### config.mk
export PLATFORM = sky130hd
export DESIGN_NAME = bidir_universal_shift_reg4
export DESIGN_NICKNAME = d
export VERILOG_FILES = /design/src/logic/shift_reg4_pkg.sv /design/src/logic/pin_sync3.sv /design/src/logic/bidir_universal_shift_reg4.sv
export SDC_FILE = /design/constraint.sdc
export NUM_CORES = 1
export LEC_CHECK = 0
export ABC_CLOCK_PERIOD_IN_PS = 6000
export BUFFER_PORTS_ARGS = -buffer_cell sky130_fd_sc_hd__buf_2
export CAP_MARGIN = 5
export CORE_UTILIZATION = 25
export CTS_CLUSTER_DIAMETER = 200
export CTS_CLUSTER_SIZE = 25
export DETAILED_ROUTE_END_ITERATION = 12
export GPL_TIMING_DRIVEN = 0
export PLACE_DENSITY = 0.41
export SLEW_MARGIN = 20
export SYNTH_ARGS = -nofsm -noshare
export SYNTH_HDL_FRONTEND = slang
export SYNTH_SLANG_ARGS = --single-unit
### constraint.sdc
create_clock -name CORE_CLK -period 6 [get_ports CORE_CLK]
set_clock_uncertainty 0.15 [all_clocks]
set_input_delay 0.6 -clock CORE_CLK [delete_from_list [all_inputs] [get_ports CORE_CLK]]
set_output_delay 0.6 -clock CORE_CLK [all_outputs]
set_load 0.05 [all_outputs]
### src/logic/shift_reg4_pkg.sv
// package for the four-stage bidirectional shift register
// assumes a single clock domain and a synchronous active-low system reset
package shift_reg4_pkg;

  // ----------------------------------------------------------------------
  // constants
  // ----------------------------------------------------------------------
  localparam int unsigned STAGES      = 4;
  localparam logic [3:0]  STAGE_RESET = 4'h0;
  localparam int unsigned POS_FIRST   = 0;
  localparam int unsigned POS_LAST    = 3;
  localparam int unsigned SYNC_DEPTH  = 3;

  // mode encoding: {mode_sel_high, mode_sel_low}
  localparam logic [1:0] MODE_HOLD  = 2'h0;
  localparam logic [1:0] MODE_RIGHT = 2'h1;
  localparam logic [1:0] MODE_LEFT  = 2'h2;
  localparam logic [1:0] MODE_LOAD  = 2'h3;

endpackage : shift_reg4_pkg

### src/logic/pin_sync3.sv
// three-flop synchroniser with agreement filter for a bundle of pins
// assumes pins are asynchronous to core_clk; rst_n is synchronous
module pin_sync3
  import shift_reg4_pkg::*;
#(
  parameter int unsigned W = 1
) (
  input  wire logic         core_clk,
  input  wire logic         rst_n,
  input  wire logic [W-1:0] pin,
  output logic      [W-1:0] level
);

  // ----------------------------------------------------------------------
  // sync chain
  // ----------------------------------------------------------------------
  logic [W-1:0] s1_q, s2_q, s3_q, lvl_q;
  logic [W-1:0] s1_d, s2_d, s3_d, lvl_d;

  // a change is taken only when stages two and three agree
  always_comb begin
    s1_d  = pin;
    s2_d  = s1_q;
    s3_d  = s2_q;
    lvl_d = lvl_q;
    for (int i = 0; i < W; i++) begin
      if (s2_q[i] == s3_q[i]) begin
        lvl_d[i] = s3_q[i];
      end
    end
  end

  // registers only
  always_ff @(posedge core_clk) begin
    if (!rst_n) begin
      s1_q  <= '0;
      s2_q  <= '0;
      s3_q  <= '0;
      lvl_q <= '0;
    end else begin
      s1_q  <= s1_d;
      s2_q  <= s2_d;
      s3_q  <= s3_d;
      lvl_q <= lvl_d;
    end
  end

  assign level = lvl_q;

endmodule : pin_sync3

### src/logic/bidir_universal_shift_reg4.sv
// four-stage bidirectional universal shift register with output buffer
// assumes the ten device pin inputs come from outside the core_clk domain, while OUT_READY is in it; the
// shift edge is the rising edge of the synchronised device clock pin
module bidir_universal_shift_reg4
  import shift_reg4_pkg::*;
(
  input  wire logic       CORE_CLK,
  input  wire logic       RST_N,
  input  wire logic       SHIFT_CLK,
  input  wire logic       OVERRIDING_CLEAR_N,
  input  wire logic       MODE_SEL_LOW,
  input  wire logic       MODE_SEL_HIGH,
  input  wire logic       RIGHT_SHIFT_SERIAL_IN,
  input  wire logic       LEFT_SHIFT_SERIAL_IN,
  input  wire logic [3:0] PARALLEL_IN,
  output logic            STAGE_OUT_FIRST,
  output logic            STAGE_OUT_SECOND,
  output logic            STAGE_OUT_THIRD,
  output logic            STAGE_OUT_LAST,
  output logic      [3:0] OUT_DATA,
  output logic            OUT_VALID,
  input  wire logic       OUT_READY
);

  // ----------------------------------------------------------------------
  // pin synchronisation
  // ----------------------------------------------------------------------
  logic [9:0] pins;
  logic [9:0] lvl;
  assign pins = {SHIFT_CLK, OVERRIDING_CLEAR_N, MODE_SEL_HIGH, MODE_SEL_LOW,
                 RIGHT_SHIFT_SERIAL_IN, LEFT_SHIFT_SERIAL_IN, PARALLEL_IN};

  pin_sync3 #(
    .W (10)
  ) u_sync (
    .core_clk (CORE_CLK),
    .rst_n    (RST_N),
    .pin      (pins),
    .level    (lvl)
  );

  logic       clk_lvl, clear_n, sr_in, sl_in;
  logic [1:0] mode;
  logic [3:0] par_in;
  assign clk_lvl = lvl[9];
  assign clear_n = lvl[8];
  assign mode    = lvl[7:6];
  assign sr_in   = lvl[5];
  assign sl_in   = lvl[4];
  assign par_in  = lvl[3:0];

  // ----------------------------------------------------------------------
  // edge detect on the filtered device clock
  // ----------------------------------------------------------------------
  logic clk_prev_q, clk_prev_d;
  logic rise;

  // previous level rests low through reset (RST_N) so the first edge after
  // release is seen cleanly; through clear it follows the filtered clock
  always_comb begin
    clk_prev_d = clk_lvl;
  end

  always_ff @(posedge CORE_CLK) begin
    if (!RST_N) begin
      clk_prev_q <= 1'b0;
    end else begin
      clk_prev_q <= clk_prev_d;
    end
  end

  assign rise = clk_lvl & ~clk_prev_q;

  // ----------------------------------------------------------------------
  // stage register
  // ----------------------------------------------------------------------
  // stage index 0 is the first stage, index 3 the last
  logic [3:0] stage_q, stage_d;
  logic       changed;

  function automatic logic [3:0] next_stage(
    input logic [1:0] m,
    input logic [3:0] cur,
    input logic [3:0] par,
    input logic       sr,
    input logic       sl
  );
    logic [3:0] r;
    r = cur;
    case (m)
      MODE_LOAD:  r = par;
      MODE_RIGHT: r = {cur[2:0], sr};
      MODE_LEFT:  r = {sl, cur[3:1]};
      MODE_HOLD:  r = cur;
      default:    r = cur;
    endcase
    return r;
  endfunction : next_stage

  // clear wins over any simultaneous edge
  always_comb begin
    stage_d = stage_q;
    if (!clear_n) begin
      stage_d = STAGE_RESET;
    end else if (rise) begin
      stage_d = next_stage(mode, stage_q, par_in, sr_in, sl_in);
    end
  end

  always_ff @(posedge CORE_CLK) begin
    if (!RST_N) begin
      stage_q <= STAGE_RESET;
    end else begin
      stage_q <= stage_d;
    end
  end

  assign changed = (stage_d != stage_q);

  // ----------------------------------------------------------------------
  // two-entry output buffer
  // ----------------------------------------------------------------------
  // each new stage value is pushed; when the reader stalls and both
  // entries are full the newest change is dropped, a limitation of a
  // register that cannot itself stall its own pin clock; the oldest
  // entry is what the reader sees on OUT_DATA
  typedef enum logic [2:0] {
    BUF_EMPTY = 3'b001,
    BUF_ONE   = 3'b010,
    BUF_TWO   = 3'b100
  } buf_state_t;

  buf_state_t bst_q, bst_d;
  logic [3:0] e0_q, e0_d, e1_q, e1_d;
  logic       push, pop;

  assign pop  = OUT_READY & (bst_q != BUF_EMPTY);
  assign push = changed & ((bst_q != BUF_TWO) | pop);

  always_comb begin
    bst_d = bst_q;
    e0_d  = e0_q;
    e1_d  = e1_q;
    case (bst_q)
      BUF_EMPTY: begin
        if (push) begin
          e0_d  = stage_d;
          bst_d = BUF_ONE;
        end
      end
      BUF_ONE: begin
        if (push && pop) begin
          e0_d = stage_d;
        end else if (push) begin
          e1_d  = stage_d;
          bst_d = BUF_TWO;
        end else if (pop) begin
          bst_d = BUF_EMPTY;
        end
      end
      BUF_TWO: begin
        if (pop) begin
          e0_d = e1_q;
          if (push) begin
            e1_d = stage_d;
          end else begin
            bst_d = BUF_ONE;
          end
        end
      end
      default: begin
        bst_d = BUF_EMPTY;
      end
    endcase
  end

  always_ff @(posedge CORE_CLK) begin
    if (!RST_N) begin
      bst_q <= BUF_EMPTY;
      e0_q  <= STAGE_RESET;
      e1_q  <= STAGE_RESET;
    end else begin
      bst_q <= bst_d;
      e0_q  <= e0_d;
      e1_q  <= e1_d;
    end
  end

  // ----------------------------------------------------------------------
  // outputs
  // ----------------------------------------------------------------------
  // parallel outputs always show the live stages
  assign STAGE_OUT_FIRST  = stage_q[POS_FIRST];
  assign STAGE_OUT_SECOND = stage_q[1];
  assign STAGE_OUT_THIRD  = stage_q[2];
  assign STAGE_OUT_LAST   = stage_q[POS_LAST];
  assign OUT_DATA         = e0_q; // head entry, straight from a flop
  assign OUT_VALID        = (bst_q != BUF_EMPTY);

endmodule : bidir_universal_shift_reg4

Word level (Yosys, flattened, before mapping)

Cells that the tools add are included.

Equal/unequal tests: 25
Muxes and demuxes: 18
Bitwise operators: 5
Reductions and logical operators: 7

Operators by type and width:

| cell                                          | number |
|---|---|
| two-way mux 4 bit                             | 8 |
| two-way mux 3 bit                             | 6 |
| one-hot mux 4 bit (4 select lines)            | 1 |
| one-hot mux 4 bit (3 select lines)            | 1 |
| == test 1 bit                                 | 10 |
| != test 2 bit, second input constant          | 5 |
| one-hot mux 3 bit (3 select lines)            | 1 |
| one-hot mux 4 bit (2 select lines)            | 1 |
| != test 3 bit, second input constant          | 2 |
| AND reduction 5 bit                           | 1 |
| == test 2 bit, second input constant          | 2 |
| != test 4 bit                                 | 1 |
| AND reduction 4 bit                           | 1 |
| AND 1 bit                                     | 3 |
| == test 3 x 1 -> 1 bit, second input constant | 1 |
| == test 3 x 2 -> 1 bit, second input constant | 1 |
| == test 3 bit, second input constant          | 1 |
| != test 3 x 1 -> 1 bit, second input constant | 1 |
| AND reduction 3 bit                           | 1 |
| nonzero test 3 bit                            | 1 |
| == test 2 x 1 -> 1 bit, second input constant | 1 |
| zero test 2 bit                               | 1 |
| nonzero test 2 bit                            | 1 |
| logical AND 1 bit                             | 1 |
| 2 further kinds                               | 2 |

Register bits after elaboration: 56
Bits of input ports: 13
Output and inout bits: 9
Logic and storage cells: 73

Longest topological paths before layout

Depth after elaboration: 9
Gate-level depth with buffers: 8
Mapped depth without buffers: 6

By module

A second synthesis with hierarchy kept.

Cell total of the unflattened synthesis: 237
Area total of the unflattened synthesis: 2,304.7 um^2

By module, submodules not included:

| module                     | instances | cells an instance | area an instance (um^2) | seq. area each (um^2) |
|---|---|---|---|---|
| pin_sync3                  | 1         | 104               | 1,211.2                 | 800.8 |
| bidir_universal_shift_reg4 | 1         | 133               | 1,093.5                 | 320.3 |

Worst setup path after synthesis

OpenSTA, ideal clock, no wires.

Kind: flip-flop to flip-flop
Start: register stage_q[1]
End: register e1_q[1]
Data arrival time: 2.385 ns
Path slack: 3.343 ns
Stages on the path, launching flop included: 8
Path buffers: 1
Cell sequence: dfxtp_1 > buf_2 > mux2_4 > and4b_1 > or3_4 > o31ai_4 > a221o_4 > mux2_4

Cells in the longest elaborated chain, start to end: 8
Elaborated cells on any way between the ends: 12
Classes of those cells: eq/ne (2); mux (7); bitwise (1); reduce/logical (2)

RTL lines:

| element                                                                          | line                                                                                                    | source |
|---|---|---|
| start, declared                                                                  | bidir_universal_shift_reg4.sv:78                                                                        | `logic [3:0] stage_q, stage_d;` |
| start signal, assigned                                                           | bidir_universal_shift_reg4.sv:114                                                                       | `stage_q <= stage_d;` |
| one-hot mux 4 bit (4 select lines)                                               | bidir_universal_shift_reg4.sv:90                                                                        | `case (m)` |
| two-way mux 4 bit                                                                | bidir_universal_shift_reg4.sv:105                                                                       | `end else if (rise) begin` |
| two-way mux 4 bit                                                                | bidir_universal_shift_reg4.sv:103                                                                       | `if (!clear_n) begin` |
| != test 4 bit                                                                    | bidir_universal_shift_reg4.sv:118                                                                       | `assign changed = (stage_d != stage_q);` |
| AND 1 bit                                                                        | bidir_universal_shift_reg4.sv:138                                                                       | `assign push = changed & ((bst_q != BUF_TWO) \| pop);` |
| two-way mux 4 bit / logical AND 1 bit (equally long branches)                    | bidir_universal_shift_reg4.sv:154, bidir_universal_shift_reg4.sv:164, bidir_universal_shift_reg4.sv:152 |  |
| two-way mux 4 bit, or another cell as far along                                  | bidir_universal_shift_reg4.sv:162                                                                       | `if (pop) begin` |
| one-hot mux 4 bit (2 select lines) / AND reduction 3 bit (equally long branches) | -                                                                                                       |  |
| end signal, assigned                                                             | bidir_universal_shift_reg4.sv:181                                                                       | `e1_q <= STAGE_RESET;` |
| end signal, assigned                                                             | bidir_universal_shift_reg4.sv:185                                                                       | `e1_q <= e1_d;` |
| end, declared                                                                    | bidir_universal_shift_reg4.sv:134                                                                       | `logic [3:0] e0_q, e0_d, e1_q, e1_d;` |

Parallel ways exist; a longest one is shown, timed or not. The select of a mux whose other input is x is not followed.
A chain may end at the register's enable or synchronous reset.

Final worst setup path

Same ends and word-level chain as after synthesis.

==> impl_metrics.yaml <==
die:
  initial_core_util: 0.2582
  die_w_um: 99.70
  die_y_um: 99.70
  rows: 35
  coreArea_mm2: 0.009240
  ios: 22
  die_area_mm2: 0.009939
timing:
  min_period_ns: 2.592
  finalSetupViolations: 0
  rsz0062_at_grt: "false"
  finalMaxSlewViolations: 0
  relSlewSlack: 0.5000
  period_share: 0.4321
  tightest_slew_ns: 0.7443
  max_freq_mhz: 385.8
  hold_slack_ns: 0.2862
  finalHoldViolCount: 0
  fin_tns_setup_ns: 0
clock_network:
  clk_latency_ns: 0.31
  ctsLongestPathBuffers: 2
  cts_buffers: 5
  cts.repair.resized: 0
  clk_pin_slew_ns: 0.10
  tritoncts: "built"
  clock-sinks: 56
  cts_hold_buffers: 0
  htreeDepth: 2
  postCtsSetupRepairBufs: 0
  root_buffer: "clkbuf_8"
final_layout:
  final_cells: 406
  fill_cells: 988
  fin_nets: 289
  layout-drive-gt1-share: 0.1841
  num_antenna_cells: 0
  area_delta_synth_final_pct: 14.89
  finalInstanceArea_mm2: 0.002741
routing:
  drt_first_iter_violations: 63
  wirelength_mm: 5.003
  num_vias: 1816
  firstDrtPassIters: 4
  viasPerCell: 4.473
  routedWlPerCell_um: 12.32
  drtAntennaViolNets: 0
  drc: 0
yosys:
  synth_warnings: 0
  synthArstFlopShare: 0
  synth_xor_area_frac: 0
  synth_compound_area_frac: 0.1683
  synth_cells: 248
  synth_area_per_cell_um2: 9.621
  ys_seq_area_frac: 0.4698
  syn_nets: 261
  synthFlopType: "dfxtp_1"
  netlist_area_mm2: 0.002386
  synthAdderAreaFrac: 0
  synth-seq-cells: 56
  synth_top_family_by_area: "simple AND/OR/NAND/NOR gates"
  muxShareOfSynthArea: 0.08652
  synth_cell_types: 46
  synthSimpleGateAreaFrac: 0.2297
  synth-edff-count: 0
pwr:
  p_seq_frac: 0.629
  clkPwrFrac: 0.341
  p_leak_uw: 0.001041
  ir_drop_uv: 96.91
  power.switching_uw: 136.8
  comb_power_share: 0.030
  internal-power_uw: 471.1
  powerDensity_mw_per_mm2: 221.7
  p_sw_frac: 0.2250
grt:
  use_met1: 0.1476
  grt_pass1_vias: 1770
  grt-ovfl-total: 0
  grt_util_met3: 0.02530
  grt.busiest_layer: "met2"
  grt_max_degree: 18
  gr-usage-met2: 0.1751
  antenna_found_initial: 0
  grt_pass1_wl_mm: 8.604
  track_usage: 0.1110
setup_path:
  crit_arrival_ns: 2.65
  cp-start-kind: "flip-flop"
  crit_chain: "buf_2 -> mux2_4 -> and4b_1 -> or3_4 -> o31ai_4 -> a221o_4 -> mux2_4"
  crit_type: "reg -> reg"
  max_stage_delay_ns: 0.41
  critPathMostFrequentCell: "mux2_4"
  crit_path_max_fanout: 10
  crit_required_ns: 6.05
  endpoint_kind: "flip-flop"
  cp_slowest_cell: "or3_4"
placed_design:
  port_buffers: 21
  dp_hpwl_mm: 3.679
  postPlaceCellArea_mm2: 0.002653
  gp_congestion: 0.7593
  placedCellCount: 398
run:
  cap_violations: 0
hold_path:
  hold_path.class: "reg -> reg"
status:
  status: "completed"
metal layers:
metal  part of all wire  up-vias
met2               0.44       25
met1               0.51      854
met5                  0        -
met4              0.019        0
li1                   -      929
met3              0.029        8
critical path: cells and delay by family (launching register included):
kind | cells | cell delay (ns)
mux | 2 | 0.60
simple gates | 2 | 0.58
buf+inv | 1 | 0.17
flops | 1 | 0.32
compound gates | 2 | 0.66
Yosys cell counts, types with 2 or more instances:
cell / instances / share of area
a211o_1: 2 / 0.0073
a211oi_1: 9 / 0.028
a21oi_1: 14 / 0.029
a31o_1: 2 / 0.0073
and2_1: 33 / 0.087
buf_2: 6 / 0.013
clkbuf_1: 6 / 0.0094
dfxtp_1: 56 / 0.47
inv_1: 11 / 0.017
mux2_2: 3 / 0.014
mux2_4: 3 / 0.019
mux2i_1: 6 / 0.025
mux4_2: 3 / 0.028
nand2_1: 25 / 0.039
nand2b_1: 5 / 0.013
nand3_1: 4 / 0.0084
nand3b_1: 3 / 0.0094
nand4b_1: 2 / 0.0073
nor2_1: 7 / 0.011
nor2b_1: 3 / 0.0079
nor3_1: 3 / 0.0063
nor4_1: 3 / 0.0079
o21ai_0: 12 / 0.025
o22ai_1: 2 / 0.0052
o32ai_1: 2 / 0.0073
o41ai_1: 2 / 0.0073
or3_1: 2 / 0.0052
area by class of cell:
| cell class | instances | area [um2] | area share |
|---|---|---|---|
| multi-input combinational | 167 | 1156 | 0.4217 |
| buffer | 13 | 63.81 | 0.02328 |
| tap | 129 | 161.4 | 0.05888 |
| clock buffer | 6 | 72.57 | 0.02647 |
| timing repair buffer | 21 | 105.1 | 0.03834 |
| inverter | 12 | 45.04 | 0.01643 |
| clock inverter | 2 | 16.27 | 0.005933 |
| sequential | 56 | 1121 | 0.4089 |
power by group through the flow:
stage | clock (uW) | combinational, uW | sequential [uW]
finish | 207 | 18.3 | 382
global route | 236 | 21.3 | 384
CTS | 221 | 19.2 | 383
detailed placement | 0 | 19.2 | 391
global placement | 0 | 19.1 | 391
floorplan | 0 | 10.4 | 390
through the flow:
stage | setup slack, ns | total power (uW) | util
5_1_grt | 3.308 | 641.2 | 0.2967
3_5_place_dp | 3.419 | 410.3 | 0.2871
2_1_floorplan | 3.343 | 400.8 | -
3_3_place_gp | 3.417 | 410.0 | 0.2871
4_1_cts | 3.402 | 623.2 | 0.2967
6_report | 3.408 | 607.9 | 0.2967
placed cells by master (no fill, tap or decap), types with 6 or more instances in the layout:
master	instances
dfxtp_1	56
and2_1	33
buf_2	27
nand2_1	25
a21oi_1	14
o21ai_0	12
inv_1	11
a211oi_1	9
nor2_1	7
clkbuf_1	7
mux2i_1	6
final timing paths:
check / from / end / slack [ns] / cells past startpoint
worst max-delay path: stage_q[1]$_SDFF_PN0_ / e1_q[1]$_SDFFE_PN0P_ / 3.41 / 7
worst min-delay path: u_sync.s1_q[7]$_SDFF_PN0_ / u_sync.s2_q[7]$_SDFF_PN0_ / 0.29 / 1
worst max register to register: stage_q[1]$_SDFF_PN0_ / e1_q[1]$_SDFFE_PN0P_ / 3.41 / 7
worst min register to register: u_sync.s1_q[7]$_SDFF_PN0_ / u_sync.s2_q[7]$_SDFF_PN0_ / 0.29 / 1
registers in the layout, indices dropped and copies added, names as in the netlist:
register      count
u_sync.s2_q      10
e1_q              4
stage_q           4
u_sync.s1_q      10
clk_prev_q        1
u_sync.s3_q      10
u_sync.level     10
OUT_DATA          4
bst_q             3
kinds of logic after synthesis:
group	after synthesis
AO/OA/AOI/OAI	56
AND/OR/NAND/NOR	96
multiplexers	15
buffers and inverters	25
flip-flops	56
Note: power is estimated with default switching activity, not from simulation.
